==> src/omg_regs.svh <==
// Offsets, field positions, masks and reset values of the output mixer gain registers
`ifndef OMG_REGS_SVH
`define OMG_REGS_SVH

`define OMG_ADDR_W 8
`define OMG_DATA_W 16

`define OMG_LEFT_GAIN_A_OFS 8'h2f
`define OMG_RIGHT_GAIN_A_OFS 8'h30
`define OMG_LEFT_GAIN_B_OFS 8'h31
`define OMG_RIGHT_GAIN_B_OFS 8'h32

`define OMG_LEFT_GAIN_A_RST 16'h0000
`define OMG_RIGHT_GAIN_A_RST 16'h0000
`define OMG_LEFT_GAIN_B_RST 16'h0000
`define OMG_RIGHT_GAIN_B_RST 16'h0000

`define OMG_FULL_MASK 16'h0fff
`define OMG_UPPER_MASK 16'h0fc0

`define OMG_FLD3_LSB 9
`define OMG_FLD2_LSB 6
`define OMG_FLD1_LSB 3
`define OMG_FLD0_LSB 0

`endif

==> src/omg_pkg.sv <==
// Types shared by the output mixer gain register bank
package omg_pkg;

  // One-hot attenuation select for one analog gain stage
  typedef enum logic [3:0] {
    OMG_ATT_0DB = 4'h1,
    OMG_ATT_3DB = 4'h2,
    OMG_ATT_6DB = 4'h4,
    OMG_ATT_9DB = 4'h8
  } omg_atten_e;

  // Register port request
  typedef struct packed {
    logic [7:0] addr;
    logic [15:0] wdata;
    logic wr;
    logic rd;
  } omg_req_s;

  // Decoded selects toward the analog mixers
  typedef struct packed {
    omg_atten_e second_left_pos_to_left_outmix_gain;
    omg_atten_e second_left_neg_to_left_outmix_gain;
    omg_atten_e first_right_amp_to_left_outmix_gain;
    omg_atten_e first_left_amp_to_left_outmix_gain;
    omg_atten_e second_right_pos_to_right_outmix_gain;
    omg_atten_e second_right_neg_to_right_outmix_gain;
    omg_atten_e first_left_amp_to_right_outmix_gain;
    omg_atten_e first_right_amp_to_right_outmix_gain;
    omg_atten_e left_converter_to_left_outmix_gain;
    omg_atten_e second_right_neg_to_left_outmix_gain;
    omg_atten_e right_bypass_to_left_outmix_gain;
    omg_atten_e left_bypass_to_left_outmix_gain;
    omg_atten_e right_converter_to_right_outmix_gain;
    omg_atten_e second_left_neg_to_right_outmix_gain;
  } omg_gain_bus_s;

  // All state of the bank
  typedef struct packed {
    logic [15:0] left_outmix_input_gain_a;
    logic [15:0] right_outmix_input_gain_a;
    logic [15:0] left_outmix_input_gain_b;
    logic [15:0] right_outmix_input_gain_b;
    logic [15:0] rdata;
    omg_gain_bus_s gain;
  } omg_state_s;

endpackage : omg_pkg

==> src/omg_output_mixer_gain_regs.sv <==
// Output mixer gain register bank with decoded attenuation selects
//
// Behaviour
// - Field MSB ignored; low bits pick 0/-3/-6/-9 dB
// - 0x2F[11:9] second-left positive to left mixer
// - 0x2F[8:6] second-left negative to left mixer
// - 0x2F[5:3] right first amp to left mixer
// - 0x2F[2:0] left first amp to left mixer
// - 0x30[11:9] second-right positive to right mixer
// - 0x30[8:6] second-right negative to right mixer
// - 0x30[5:3] left first amp to right mixer
// - 0x30[2:0] right first amp to right mixer
// - 0x31[11:9] left converter to left mixer
// - 0x31[8:6] second-right negative to left mixer
// - 0x31[5:3] right bypass to left mixer
// - 0x31[2:0] left bypass to left mixer
// - 0x32[11:9] right converter to right mixer
// - 0x32[8:6] second-left negative to right mixer
//
// Chosen here: the strobed register port.
`timescale 1ns/100ps
`include "omg_regs.svh"

module omg_output_mixer_gain_regs
  import omg_pkg::*;
(
  // Clock and reset
  input wire logic clk,
  input wire logic sys_rst,
  // Register port
  input wire logic [7:0] reg_addr,
  input wire logic [15:0] reg_wdata,
  input wire logic reg_wr,
  input wire logic reg_rd,
  output logic [15:0] reg_rdata,
  // Analog mixer gain selects
  output omg_gain_bus_s gain_sel
);

  omg_state_s state_r;
  omg_state_s state_nxt;
  omg_req_s req;
  logic [3:0] wr_hit;
  logic [3:0] rd_hit;

  // Only the two low bits reach the gain stage, so X00 and 100 both mean 0 dB
  function automatic omg_atten_e omg_decode(input logic [15:0] regv, input int lsb);
    logic [1:0] code;
    omg_atten_e sel;
    code = regv[lsb +: 2];
    case (code)
      2'h0: begin
        sel = OMG_ATT_0DB;
      end
      2'h1: begin
        sel = OMG_ATT_3DB;
      end
      2'h2: begin
        sel = OMG_ATT_6DB;
      end
      default: begin
        sel = OMG_ATT_9DB;
      end
    endcase
    omg_decode = sel;
  endfunction : omg_decode

  // Shared by the write and read paths so the two can never disagree on the map
  function automatic logic [3:0] omg_hit(input logic [7:0] addr);
    logic [3:0] hit;
    hit = 4'h0;
    case (addr)
      `OMG_LEFT_GAIN_A_OFS: begin
        hit = 4'h1;
      end
      `OMG_RIGHT_GAIN_A_OFS: begin
        hit = 4'h2;
      end
      `OMG_LEFT_GAIN_B_OFS: begin
        hit = 4'h4;
      end
      `OMG_RIGHT_GAIN_B_OFS: begin
        hit = 4'h8;
      end
      default: begin
        hit = 4'h0;
      end
    endcase
    omg_hit = hit;
  endfunction : omg_hit

  // Replaces one 3-bit field and leaves the rest of the word alone
  function automatic logic [15:0] omg_put(input logic [15:0] word, input logic [15:0] src, input int lsb);
    logic [15:0] res;
    res = word;
    res[lsb +: 3] = src[lsb +: 3];
    omg_put = res;
  endfunction : omg_put

  // Bits a register really stores; the low fields of the last word belong elsewhere
  function automatic logic [15:0] omg_keep(input logic [3:0] hit);
    logic [15:0] mask;
    mask = 16'h0000;
    case (hit)
      4'h1: begin
        mask = `OMG_FULL_MASK;
      end
      4'h2: begin
        mask = `OMG_FULL_MASK;
      end
      4'h4: begin
        mask = `OMG_FULL_MASK;
      end
      4'h8: begin
        mask = `OMG_UPPER_MASK;
      end
      default: begin
        mask = 16'h0000;
      end
    endcase
    omg_keep = mask;
  endfunction : omg_keep

  // Read mux; a miss returns zero rather than a stale word
  function automatic logic [15:0] omg_readback(input omg_state_s st, input logic [3:0] hit);
    logic [15:0] word;
    word = 16'h0000;
    case (hit)
      4'h1: begin
        word = st.left_outmix_input_gain_a;
      end
      4'h2: begin
        word = st.right_outmix_input_gain_a;
      end
      4'h4: begin
        word = st.left_outmix_input_gain_b;
      end
      4'h8: begin
        word = st.right_outmix_input_gain_b;
      end
      default: begin
        word = 16'h0000;
      end
    endcase
    omg_readback = word;
  endfunction : omg_readback

  assign req.addr = reg_addr;
  assign req.wdata = reg_wdata;
  assign req.wr = reg_wr;
  assign req.rd = reg_rd;

  assign wr_hit = req.wr ? omg_hit(req.addr) : 4'h0;
  assign rd_hit = req.rd ? omg_hit(req.addr) : 4'h0;

  always_comb begin
    state_nxt = state_r;
    state_nxt.rdata = 16'h0000;
    // Writes keep the full 3-bit fields so software reads back what it wrote
    if (wr_hit[0]) begin
      state_nxt.left_outmix_input_gain_a =
        omg_put(state_nxt.left_outmix_input_gain_a, req.wdata, `OMG_FLD3_LSB);
      state_nxt.left_outmix_input_gain_a =
        omg_put(state_nxt.left_outmix_input_gain_a, req.wdata, `OMG_FLD2_LSB);
      state_nxt.left_outmix_input_gain_a =
        omg_put(state_nxt.left_outmix_input_gain_a, req.wdata, `OMG_FLD1_LSB);
      state_nxt.left_outmix_input_gain_a =
        omg_put(state_nxt.left_outmix_input_gain_a, req.wdata, `OMG_FLD0_LSB);
      state_nxt.left_outmix_input_gain_a =
        state_nxt.left_outmix_input_gain_a & omg_keep(wr_hit);
    end
    if (wr_hit[1]) begin
      state_nxt.right_outmix_input_gain_a =
        omg_put(state_nxt.right_outmix_input_gain_a, req.wdata, `OMG_FLD3_LSB);
      state_nxt.right_outmix_input_gain_a =
        omg_put(state_nxt.right_outmix_input_gain_a, req.wdata, `OMG_FLD2_LSB);
      state_nxt.right_outmix_input_gain_a =
        omg_put(state_nxt.right_outmix_input_gain_a, req.wdata, `OMG_FLD1_LSB);
      state_nxt.right_outmix_input_gain_a =
        omg_put(state_nxt.right_outmix_input_gain_a, req.wdata, `OMG_FLD0_LSB);
      state_nxt.right_outmix_input_gain_a =
        state_nxt.right_outmix_input_gain_a & omg_keep(wr_hit);
    end
    if (wr_hit[2]) begin
      state_nxt.left_outmix_input_gain_b =
        omg_put(state_nxt.left_outmix_input_gain_b, req.wdata, `OMG_FLD3_LSB);
      state_nxt.left_outmix_input_gain_b =
        omg_put(state_nxt.left_outmix_input_gain_b, req.wdata, `OMG_FLD2_LSB);
      state_nxt.left_outmix_input_gain_b =
        omg_put(state_nxt.left_outmix_input_gain_b, req.wdata, `OMG_FLD1_LSB);
      state_nxt.left_outmix_input_gain_b =
        omg_put(state_nxt.left_outmix_input_gain_b, req.wdata, `OMG_FLD0_LSB);
      state_nxt.left_outmix_input_gain_b =
        state_nxt.left_outmix_input_gain_b & omg_keep(wr_hit);
    end
    // Only the two upper fields live here; the rest of this word stays zero
    if (wr_hit[3]) begin
      state_nxt.right_outmix_input_gain_b =
        omg_put(state_nxt.right_outmix_input_gain_b, req.wdata, `OMG_FLD3_LSB);
      state_nxt.right_outmix_input_gain_b =
        omg_put(state_nxt.right_outmix_input_gain_b, req.wdata, `OMG_FLD2_LSB);
      state_nxt.right_outmix_input_gain_b =
        state_nxt.right_outmix_input_gain_b & omg_keep(wr_hit);
    end
    // Unmapped addresses and idle cycles read as zero
    if (req.rd) begin
      state_nxt.rdata = omg_readback(state_r, rd_hit);
    end
    // Decoded from the next values so the selects settle in the same edge as the store
    state_nxt.gain.second_left_pos_to_left_outmix_gain =
      omg_decode(state_nxt.left_outmix_input_gain_a, `OMG_FLD3_LSB);
    state_nxt.gain.second_left_neg_to_left_outmix_gain =
      omg_decode(state_nxt.left_outmix_input_gain_a, `OMG_FLD2_LSB);
    state_nxt.gain.first_right_amp_to_left_outmix_gain =
      omg_decode(state_nxt.left_outmix_input_gain_a, `OMG_FLD1_LSB);
    state_nxt.gain.first_left_amp_to_left_outmix_gain =
      omg_decode(state_nxt.left_outmix_input_gain_a, `OMG_FLD0_LSB);
    state_nxt.gain.second_right_pos_to_right_outmix_gain =
      omg_decode(state_nxt.right_outmix_input_gain_a, `OMG_FLD3_LSB);
    state_nxt.gain.second_right_neg_to_right_outmix_gain =
      omg_decode(state_nxt.right_outmix_input_gain_a, `OMG_FLD2_LSB);
    state_nxt.gain.first_left_amp_to_right_outmix_gain =
      omg_decode(state_nxt.right_outmix_input_gain_a, `OMG_FLD1_LSB);
    state_nxt.gain.first_right_amp_to_right_outmix_gain =
      omg_decode(state_nxt.right_outmix_input_gain_a, `OMG_FLD0_LSB);
    state_nxt.gain.left_converter_to_left_outmix_gain =
      omg_decode(state_nxt.left_outmix_input_gain_b, `OMG_FLD3_LSB);
    state_nxt.gain.second_right_neg_to_left_outmix_gain =
      omg_decode(state_nxt.left_outmix_input_gain_b, `OMG_FLD2_LSB);
    state_nxt.gain.right_bypass_to_left_outmix_gain =
      omg_decode(state_nxt.left_outmix_input_gain_b, `OMG_FLD1_LSB);
    state_nxt.gain.left_bypass_to_left_outmix_gain =
      omg_decode(state_nxt.left_outmix_input_gain_b, `OMG_FLD0_LSB);
    state_nxt.gain.right_converter_to_right_outmix_gain =
      omg_decode(state_nxt.right_outmix_input_gain_b, `OMG_FLD3_LSB);
    state_nxt.gain.second_left_neg_to_right_outmix_gain =
      omg_decode(state_nxt.right_outmix_input_gain_b, `OMG_FLD2_LSB);
  end

  always_ff @(posedge clk) begin
    if (sys_rst) begin
      state_r.left_outmix_input_gain_a <= `OMG_LEFT_GAIN_A_RST;
      state_r.right_outmix_input_gain_a <= `OMG_RIGHT_GAIN_A_RST;
      state_r.left_outmix_input_gain_b <= `OMG_LEFT_GAIN_B_RST;
      state_r.right_outmix_input_gain_b <= `OMG_RIGHT_GAIN_B_RST;
      state_r.rdata <= 16'h0000;
      state_r.gain.second_left_pos_to_left_outmix_gain <= OMG_ATT_0DB;
      state_r.gain.second_left_neg_to_left_outmix_gain <= OMG_ATT_0DB;
      state_r.gain.first_right_amp_to_left_outmix_gain <= OMG_ATT_0DB;
      state_r.gain.first_left_amp_to_left_outmix_gain <= OMG_ATT_0DB;
      state_r.gain.second_right_pos_to_right_outmix_gain <= OMG_ATT_0DB;
      state_r.gain.second_right_neg_to_right_outmix_gain <= OMG_ATT_0DB;
      state_r.gain.first_left_amp_to_right_outmix_gain <= OMG_ATT_0DB;
      state_r.gain.first_right_amp_to_right_outmix_gain <= OMG_ATT_0DB;
      state_r.gain.left_converter_to_left_outmix_gain <= OMG_ATT_0DB;
      state_r.gain.second_right_neg_to_left_outmix_gain <= OMG_ATT_0DB;
      state_r.gain.right_bypass_to_left_outmix_gain <= OMG_ATT_0DB;
      state_r.gain.left_bypass_to_left_outmix_gain <= OMG_ATT_0DB;
      state_r.gain.right_converter_to_right_outmix_gain <= OMG_ATT_0DB;
      state_r.gain.second_left_neg_to_right_outmix_gain <= OMG_ATT_0DB;
    end else begin
      state_r <= state_nxt;
    end
  end

  assign reg_rdata = state_r.rdata;
  assign gain_sel = state_r.gain;

endmodule : omg_output_mixer_gain_regs

==> config.mk <==
export PLATFORM = sky130hd
export DESIGN_NAME = omg_output_mixer_gain_regs
export DESIGN_NICKNAME = d
export VERILOG_FILES = /design/src/omg_pkg.sv /design/src/omg_output_mixer_gain_regs.sv
export VERILOG_INCLUDE_DIRS = /design/src
export SDC_FILE = /design/constraint.sdc
export NUM_CORES = 1
export LEC_CHECK = 0
export BUFFER_PORTS_ARGS = -buffer_cell sky130_fd_sc_hd__buf_4
export CAP_MARGIN = 25
export CORE_UTILIZATION = 50
export CTS_BUF_LIST = sky130_fd_sc_hd__clkbuf_4
export CTS_CLUSTER_SIZE = 16
export DETAILED_ROUTE_END_ITERATION = 12
export PLACE_DENSITY = 0.82
export RECOVER_POWER = 50
export SYNTH_ARGS = -nofsm -noshare
export SYNTH_HDL_FRONTEND = slang
export SYNTH_SLANG_ARGS = --single-unit
==> constraint.sdc <==
create_clock -name clk -period 1.76 [get_ports clk]
set_input_delay 0.176 -clock clk [delete_from_list [all_inputs] [get_ports clk]]
set_output_delay 0.176 -clock clk [all_outputs]
set_load 0.005 [all_outputs]
==> metrics.csv, run 1 <==
stage,metric,value,unit
floorplanning,full die area,0.0106,sq mm
final_layout,Area Growth Syn to Fin,13.5,%
grt,antenna violations before repair,0,
pwr,Leak,2.08,nW
setup_path,peak fanout along the critical path,21,
placed_design,port bufs,91,
setup_path,Critical Path Sink Type,register,
cts,Max clock buf depth,2,
final_layout,antenna diode count,0,
cts,clock root buffer,clkbuf_4,
floorplanning,Die Ht,103,microns
timing,clock period minus final worst setup slack,1.49,ns
setup_path,WS Path Type,input pin to register,
grt,vias in the first global route,3901,
routing,Routed WL,11700,microns
floorplanning,io pins,100,
synthesis,Mapped Cells,619,
min_path,Worst Hold Class,input pin to register,
routing,wire length per cell,14.7,microns
cts,post-CTS sizing,0,
final_layout,Layout Utilization,0.589,
floorplanning,Core Rows,36,
grt,grt ovf,0,
routing,via count,4311,
grt,first-pass GRT wire length,18800,microns
synthesis,post-synthesis cell area,0.00510,sq mm
grt,largest net degree at the start of global routing,48,
final_layout,"commonest non-fill, non-tap cell in the layout",nand2_1,
cts,CTS buffer count,17,
timing,final hold violation count,0,
synthesis,Avg Synthesized Cell Area,8.23,sq um
pwr,power density cells,831,mW/mm^2
timing,Tcrit/Tclk final,0.845,
cts,Num Clock Sinks,116,
final_layout,most frequent cells in the layout,"nand2_1, dfxtp_1, a21oi_1, clkbuf_4, buf_4",
setup_path,"Data required, critical path",2.19,ns
floorplanning,Die Wd,103,microns
synthesis,register area share after synthesis,0.456,
cts,CTS H-tree lvls,4,
placed_design,gpl congestion,0.863,
routing,Final ANT Viol Nets,0,
cts,CTS tree,done,
pwr,VDD IR-drop max,0.000425,V
timing,unrepaired setup endpoints after global routing,false,
cts,worst skew pair latency,0.51,ns
routing,first-pass iteration count of the detailed router,5,
floorplanning,Core Box Area,0.00982,sq mm
routing,drt first-iter violations,339,
setup_path,Critical Path Start Type,input pin,
timing,fin. max-slew vios,0,
timing,Worst Skew,0.0145,ns
synthesis,"FF+latch count, synth",116,
timing,FMAX,673,MHz
flow_run,max-cap viol count,0,
cts,"CTS clk-pin slew, worst paths",0.11,ns
timing,Max-Slew Margin vs Limit,0.548,
timing,final setup vio count,0,
routing,DRC,0,
synthesis,synth unique cells,36,
placed_design,HPWL after detailed placement,7920,microns
synthesis,Yosys warning total,0,
floorplanning,initial core utilization,0.519,
setup_path,"Arr. time, crit path",1.92,ns
timing,total negative setup slack,0,ns
final_layout,layout cell share with drive strength beyond 1,0.205,
timing,worst-margin pin slew,0.677,ns
final_layout,# fillers,888,
grt,Overall Global Routing Usage,0.232,
final_layout,nets,679,
run_status,status,"complete, no violations",
routing,vias per cell,5.41,
[final timing paths]
check,from,end,slack [ns],depth (start not counted)
max reg2reg,state_r[107],reg_rdata[3],0.71,4
max,reg_addr[6],gain_sel[47],0.27,6
min,reg_addr[4],reg_rdata[4],0.18,5
min reg2reg,state_r[106],state_r[106],0.46,2
[worst max-delay path: stages]
cell	delay, ns
clkbuf_4	0.11
and4bb_1	0.42
nor3b_1	0.45
clkbuf_2	0.43
nand3_1	0.15
a21oi_1	0.17
[Yosys cell counts]
library cell | number | area [sq um]
nand3_1 | 25 | 125
nor2_1 | 17 | 63.8
o21ai_0 | 8 | 40.0
and2_1 | 2 | 12.5
a21oi_1 | 90 | 450
nand4bb_1 | 1 | 11.3
and2_0 | 6 | 37.5
inv_1 | 1 | 3.75
o31ai_1 | 2 | 15.0
nor2b_1 | 9 | 56.3
or3_1 | 1 | 6.26
o2bb2ai_1 | 4 | 35.0
and4b_1 | 1 | 10.0
mux2i_1 | 12 | 120
buf_4 | 72 | 541
or3b_2 | 1 | 8.76
conb_1 | 1 | 3.75
or4b_1 | 1 | 10.0
and3_1 | 7 | 43.8
or3b_1 | 1 | 8.76
nor3b_1 | 2 | 15.0
nand2_1 | 137 | 514
nor4b_2 | 1 | 15.0
nand4b_1 | 1 | 8.76
buf_1 | 1 | 3.75
a2bb2oi_1 | 1 | 8.76
nor3_1 | 1 | 5.00
buf_2 | 13 | 65.1
and4bb_2 | 1 | 12.5
nand3b_1 | 28 | 210
o311ai_0 | 14 | 123
clkbuf_1 | 32 | 120
a22oi_1 | 4 | 30.0
buf_6 | 2 | 22.5
nand4_1 | 3 | 18.8
dfxtp_1 | 116 | 2320
[routing by layer]
layer / part of all wire / global-route usage / vias up
met5: 0 / 0 / -
met3: 0.083 / 0.0556 / 22
met4: 0.019 / 0.0813 / 0
met2: 0.49 / 0.390 / 222
li1: - / - / 2088
met1: 0.41 / 0.291 / 1979
[kinds of logic after synthesis]
| kind of cell | count (synthesis) | synth area share |
|---|---|---|
| AO/OA/AOI/OAI | 123 | 0.138 |
| other | 1 | 0.000736 |
| multiplexers | 12 | 0.0236 |
| flip-flops | 116 | 0.456 |
| buffers and inverters | 121 | 0.148 |
| AND/OR/NAND/NOR | 246 | 0.234 |
[report_power, final]
part	total, mW	internal, mW	switching (mW)
logic	0.221	0.0854	0.136
clock network	1.96	1.03	0.929
registers	2.63	2.62	0.00179
[sequential cells by signal (all words and copies together) (netlist names)]
signal	cells
reg_rdata	12
state_r	48
gain_sel	56
[area by class of cell]
| type | instances | area (sq um) | share of cell area |
|---|---|---|---|
| Clock buffer | 21 | 158 | 0.0272 |
| Sequential cell | 116 | 2320 | 0.401 |
| Multi-Input combinational cell | 385 | 2040 | 0.352 |
| Timing Repair Buffer | 130 | 963 | 0.166 |
| Clock inverter | 11 | 134 | 0.0231 |
| Inverter | 1 | 3.75 | 0.000649 |
| Tap cell | 133 | 166 | 0.0288 |
[what timing repair did]
| action | 4_1_cts | 5_1_grt |
|---|---|---|
| hold buffers | 12 | 0 |
| setup buffers | 0 | 0 |
| endpoints found under the hold margin | 50 | 0 |
[stage by stage]
| step | power [mW] | instance area (sq um) | worst slack, ns | hold WS [ns] | std cells |
|---|---|---|---|---|---|
| final | 4.81 | 5790 | 0.273 | 0.182 | 797 |
| after global routing | 4.98 | 5790 | 0.211 | 0.213 | 797 |
| after CTS | 4.84 | 5850 | 0.497 | 0.147 | 797 |
| after detailed placement | 2.89 | 5440 | -0.0296 | 0.447 | 753 |
| after global placement | 2.88 | 5440 | 0.00825 | 0.439 | 753 |
| after floorplan | 2.81 | 5110 | 0.174 | 0.312 | 622 |
Power figures use the tool's default switching activity.
==> run 2: changes to the inputs <==
--- a/config.mk
+++ b/config.mk
@@ -12,7 +12,7 @@
 export CTS_BUF_LIST = sky130_fd_sc_hd__clkbuf_4
 export CTS_CLUSTER_SIZE = 16
 export DETAILED_ROUTE_END_ITERATION = 12
-export PLACE_DENSITY = 0.82
+export PLACE_DENSITY = 0.85
 export RECOVER_POWER = 50
 export SYNTH_ARGS = -nofsm -noshare
 export SYNTH_HDL_FRONTEND = slang
==> constraint.sdc (replaced) <==
create_clock -name clk -period 1.3 [get_ports clk]
set_input_delay 0.13 -clock clk [delete_from_list [all_inputs] [get_ports clk]]
set_output_delay 0.13 -clock clk [all_outputs]
set_load 0.005 [all_outputs]
==> run 2 against run 1 <==
Effect of this change:
- utilization grew 1.1 points
- critical path depth grew 2
- total power grew 33%
- critical endpoint is now reg_rdata[6]
==> metrics.csv, run 2 (synthesis results as in run 1) <==
stage,metric,value,unit
min_path,hold depth,3,
final_layout,antenna diode count,0,
routing,Final ANT Viol Nets,0,
min_path,hold_sp,sys_rst,
grt,first-pass GRT wire length,19100,microns
routing,via count,4421,
final_layout,Area Growth Syn to Fin,15.7,%
flow_run,max-cap viol count,0,
floorplanning,full die area,0.0106,sq mm
final_layout,Layout Utilization,0.601,
setup_path,"Arr. time, crit path",1.64,ns
setup_path,Worst R2R Path Depth,4,
cts,Post CTS Setup Buffer Count,0,
final_layout,Largest register FFs,56,
placed_design,port bufs,91,
timing,final setup vio count,0,
cts,"CTS clk-pin slew, worst paths",0.10,ns
cts,CTS buffer count,17,
grt,GRT busiest layer,met2,
final_layout,layout cell share with drive strength beyond 1,0.236,
setup_path,Critical Path Sink Type,register,
floorplanning,Core Rows,36,
pwr,total power,6.38,mW
timing,Worst Skew,0.0126,ns
routing,Routed WL,12200,microns
setup_path,slowest CP cell,or3_1,
run_status,status,"complete, no violations",
placed_design,HPWL after detailed placement,8510,microns
setup_path,WS Path Type,input pin to register,
grt,largest net degree at the start of global routing,36,
final_layout,nets,694,
pwr,VDD IR-drop max,0.000479,V
routing,vias per cell,5.44,
timing,final hold violation count,0,
cts,clock root buffer,clkbuf_4,
floorplanning,io pins,100,
final_layout,most frequent cells in the layout,"nand2_1, dfxtp_1, buf_4, a21oi_1, nand3b_1",
grt,vias in the first global route,4049,
timing,clock period minus final worst setup slack,1.21,ns
setup_path,"Buf+Inv Stages, Crit Path",4,
grt,met1 Track Usage GR,0.299,
floorplanning,Die Ht,103,microns
setup_path,"Largest delay share family, worst path",simple AND/OR/NAND/NOR gates,
setup_path,capturing point of the worst reg2reg path,reg_rdata[10],
setup_path,Worst path max stage delay,0.44,ns
setup_path,"most used cell, CP",clkbuf_1,
cts,CTS H-tree lvls,4,
cts,Max clock buf depth,2,
final_layout,"commonest non-fill, non-tap cell in the layout",nand2_1,
floorplanning,Core Box Area,0.00982,sq mm
setup_path,"Data required, critical path",1.73,ns
routing,drt first-iter violations,299,
final_layout,multi-input combinational cell area,0.00205,sq mm
grt,grt ovf,0,
floorplanning,initial core utilization,0.519,
setup_path,peak fanout along the critical path,4,
pwr,Leak,2.17,nW
floorplanning,Die Wd,103,microns
routing,first-pass iteration count of the detailed router,5,
timing,Hold WS,0.0485,ns
grt,Overall Global Routing Usage,0.240,
setup_path,Critical Path Start Type,input pin,
routing,wire length per cell,15.0,microns
timing,Tcrit/Tclk final,0.932,
final_layout,register area,0.00232,sq mm
routing,DRC,0,
min_path,Worst Hold Class,input pin to register,
setup_path,FF-to-FF Start,state_r[82],
placed_design,gpl congestion,0.868,
setup_path,"Critical Path, Cell by Cell",clkbuf_4 > clkbuf_1 > nor3b_1 > clkbuf_1 > a2bb2oi_1 > or3_1 > clkbuf_1 > a21oi_1,
timing,unrepaired setup endpoints after global routing,false,
timing,total negative setup slack,0,ns
grt,met2 Use GR,0.390,
min_path,hold endpoint,reg_rdata[0],
pwr,power density cells,1080,mW/mm^2
setup_path,FF-to-FF setup slack,0.30,ns
timing,fin. max-slew vios,0,
grt,antenna violations before repair,0,
grt,met3 GRT Util,0.0671,
cts,Num Clock Sinks,116,
cts,CTS tree,done,
final_layout,# fillers,842,
cts,worst skew pair latency,0.52,ns
timing,FMAX,825,MHz
## run 2: layout make-up
cell class              count  area share
inverters                   1    0.000636
flip-flops and latches    116       0.394
multi-input cells         385       0.347
clock inverters            15      0.0238
repair buffers            145       0.185
clock buffers              17      0.0216
well taps                 133      0.0282
## run 2: worst max-delay path by stage
stage | start | to | slack (ns) | cells past startpoint
6_report | reg_addr[2] | reg_rdata[6] | 0.09 | 8
5_1_grt | reg_addr[2] | reg_rdata[10] | 0.06 | 8
4_1_cts | reg_rdata[4] | reg_rdata[4] | 0.14 | 1
3_5_place_dp | reg_addr[2] | gain_sel[33] | -0.34 | 6
3_3_place_gp | reg_addr[2] | gain_sel[25] | -0.32 | 6
2_1_floorplan | reg_addr[2] | gain_sel[27] | -0.22 | 6
## run 2: routing by layer
layer / up-vias / routed length [microns] / part of all wire
met5: - / 0 / 0
met4: 0 / 250 / 0.020
met3: 32 / 960 / 0.079
met2: 227 / 5930 / 0.48
met1: 2053 / 5080 / 0.42
li1: 2109 / - / -
## run 2: per-stage QoR
stage                     setup slack (ns)  std cells  area, sq um
after floorplan                     -0.216        622         5130
after CTS                            0.145        812         5950
after global placement              -0.323        768         5560
after global routing                0.0576        812         5900
final                               0.0881        812         5900
after detailed placement            -0.337        768         5560
## run 2: worst reg2reg max path, cell delays in order, from the launching register on
cell	delay, ns
dfxtp_1	0.39
mux2i_1	0.17
nor2_1	0.05
o21ai_0	0.18
a21oi_1	0.09
## run 2: timing repair
item / 4_1_cts / 5_1_grt
gates resized for setup: 0 / 0
endpoints found under the hold margin: 66 / 0
hold buffers: 12 / 0
## run 2: power breakdown
| group | switching, mW | internal, mW | total, mW |
|---|---|---|---|
| Combinational | 0.192 | 0.136 | 0.329 |
| Sequential | 0.00256 | 3.55 | 3.56 |
| Clock | 1.38 | 1.11 | 2.49 |
| Total | 1.58 | 4.80 | 6.38 |
==> run 3: changes to the inputs <==
--- a/config.mk
+++ b/config.mk
@@ -7,12 +7,11 @@
 export NUM_CORES = 1
 export LEC_CHECK = 0
 export BUFFER_PORTS_ARGS = -buffer_cell sky130_fd_sc_hd__buf_4
-export CAP_MARGIN = 25
 export CORE_UTILIZATION = 50
 export CTS_BUF_LIST = sky130_fd_sc_hd__clkbuf_4
 export CTS_CLUSTER_SIZE = 16
 export DETAILED_ROUTE_END_ITERATION = 12
-export PLACE_DENSITY = 0.85
+export PLACE_DENSITY = 0.82
 export RECOVER_POWER = 50
 export SYNTH_ARGS = -nofsm -noshare
 export SYNTH_HDL_FRONTEND = slang
==> constraint.sdc (replaced) <==
create_clock -name clk -period 1.4 [get_ports clk]
set_input_delay 0.14 -clock clk [delete_from_list [all_inputs] [get_ports clk]]
set_output_delay 0.14 -clock clk [all_outputs]
set_load 0.005 [all_outputs]
==> run 3 against run 2 <==
Effect of this change:
- clock skew about the same
- global-route usage increased by 0.15 points
- die area unchanged
- largest power group unchanged
==> metrics.csv, run 3 (synthesis results as in run 1) <==
stage,metric,value,unit
setup_path,Worst path max stage delay,0.59,ns
final_layout,Largest register FFs,56,
pwr,Comb pwr share,0.049,
setup_path,slowest CP cell,clkbuf_1,
grt,grt ovf,0,
cts,Max clock buf depth,2,
setup_path,"most used cell, CP",clkbuf_1,
timing,Tcrit/Tclk final,0.907,
final_layout,nets,681,
final_layout,"commonest non-fill, non-tap cell in the layout",nand2_1,
pwr,Leak,2.15,nW
routing,Final ANT Viol Nets,0,
cts,Num Clock Sinks,116,
routing,via count,4362,
routing,first-pass iteration count of the detailed router,6,
setup_path,peak fanout along the critical path,20,
floorplanning,Die Wd,103,microns
cts,CTS buffer count,17,
timing,final worst slack,0.131,ns
final_layout,layout cell share with drive strength beyond 1,0.218,
pwr,Switch Pwr,1.37,mW
timing,Hold WS,0.0536,ns
grt,Overall Global Routing Usage,0.242,
cts,worst skew pair latency,0.50,ns
grt,antenna violations before repair,0,
timing,Max-Slew Margin vs Limit,0.488,
pwr,power density cells,1060,mW/mm^2
setup_path,WS Path Type,input pin to register,
cts,post-CTS sizing,0,
setup_path,Critical Path Start Type,input pin,
routing,drt first-iter violations,438,
setup_path,"Data required, critical path",1.84,ns
grt,vias in the first global route,4020,
pwr,Int Power,4.90,mW
cts,clock root buffer,clkbuf_4,
floorplanning,Die Ht,103,microns
run_status,status,"complete, no violations",
routing,Routed WL,12300,microns
timing,Worst Skew,0.0123,ns
routing,wire length per cell,15.4,microns
placed_design,HPWL after detailed placement,8500,microns
placed_design,port bufs,91,
setup_path,"Critical Path, Cell by Cell",clkbuf_4 > clkbuf_1 > nor3b_1 > clkbuf_1 > nand4b_1 > clkbuf_1 > nand3b_1 > a21oi_1,
min_path,Worst Hold Class,input pin to register,
floorplanning,initial core utilization,0.519,
floorplanning,Core Box Area,0.00982,sq mm
timing,final setup vio count,0,
final_layout,antenna diode count,0,
floorplanning,Core Rows,36,
timing,fin. max-slew vios,0,
routing,DRC,0,
timing,clock period minus final worst setup slack,1.27,ns
floorplanning,io pins,100,
timing,FMAX,788,MHz
final_layout,Area Growth Syn to Fin,16.0,%
timing,unrepaired setup endpoints after global routing,false,
timing,worst-margin pin slew,0.768,ns
grt,largest net degree at the start of global routing,85,
cts,CTS tree,done,
grt,first-pass GRT wire length,19500,microns
cts,"CTS clk-pin slew, worst paths",0.10,ns
pwr,Net Sw Frac,0.219,
flow_run,max-cap viol count,0,
final_layout,most frequent cells in the layout,"nand2_1, dfxtp_1, a21oi_1, buf_4, clkbuf_4",
pwr,Flop pwr share,0.526,
cts,CTS H-tree lvls,4,
setup_path,"Arr. time, crit path",1.71,ns
placed_design,DP Worst Slack,-0.284,ns
pwr,VDD IR-drop max,0.000457,V
timing,final hold violation count,0,
placed_design,gpl congestion,0.853,
setup_path,Critical Path Sink Type,register,
pwr,clock power share,0.425,
routing,vias per cell,5.46,
floorplanning,full die area,0.0106,sq mm
## run 3: cell count changes in the layout (fill, tap and decap cells not counted), sizes merged
cell | before | now
inv | 2 | 1
dlygate4sd3 | 12 | 13
buf | 115 | 91
clkbuf | 35 | 49
clkinv | 7 | 5
bufinv | 2 | 4
clkinvlp | 5 | 2
## run 3: final timing paths
| kind | from | to | slack (ns) | depth (start not counted) |
|---|---|---|---|---|
| worst min-delay path | sys_rst | gain_sel[40] | 0.05 | 3 |
| worst max-delay path | reg_addr[4] | gain_sel[6] | 0.13 | 8 |
| worst max register to register | state_r[104] | reg_rdata[0] | 0.28 | 4 |
| worst min register to register | state_r[99] | state_r[99] | 0.46 | 2 |
## run 3: final cells by class
type / count / area (sq um)
inverter: 1 / 3.75
timing repair buffer: 132 / 1060
multi-input combinational: 385 / 2040
tap: 133 / 166
clock inverter: 11 / 159
fill: 851 / 3910
clock buffer: 21 / 158
sequential: 116 / 2320
## run 3: power groups by stage
| stage | logic (mW) | clock network, mW | registers (mW) |
|---|---|---|---|
| 6_report | 0.305 | 2.67 | 3.30 |
| 5_1_grt | 0.323 | 2.86 | 3.30 |
| 4_1_cts | 0.303 | 2.70 | 3.30 |
| 3_5_place_dp | 0.273 | 0 | 3.38 |
| 3_3_place_gp | 0.269 | 0 | 3.38 |
| 2_1_floorplan | 0.149 | 0 | 3.38 |
## run 3: repair_timing
item                                   in CTS  in global routing
hold buffers                               13                  0
endpoints found under the hold margin      55                  0
setup buffers                               0                  0
## run 3: layer usage
metal / up-vias / routed length (microns) / GRT usage
met5: - / 0 / 0
met4: 0 / 518 / 0.139
met3: 48 / 780 / 0.0515
met2: 207 / 6040 / 0.403
met1: 2012 / 4960 / 0.289
li1: 2095 / - / -
## run 3: worst max-delay path, delay by kind of cell
kind	cells	cell delay [ns]
buf+inv	4	0.95
simple gates	3	0.41
compound gates	1	0.19
## run 3: metrics by stage
stage                     setup TNS, ns  utilization  instance area (sq um)  instances  power, mW
final                                 0        0.602                   5910        799       6.28
after global routing                  0        0.602                   5910        799       6.49
after CTS                             0        0.609                   5980        799       6.30
after detailed placement         -11.71        0.563                   5530        754       3.65
after global placement           -10.29        0.563                   5530        754       3.65
after floorplan                   -4.24            -                   5120        622       3.53
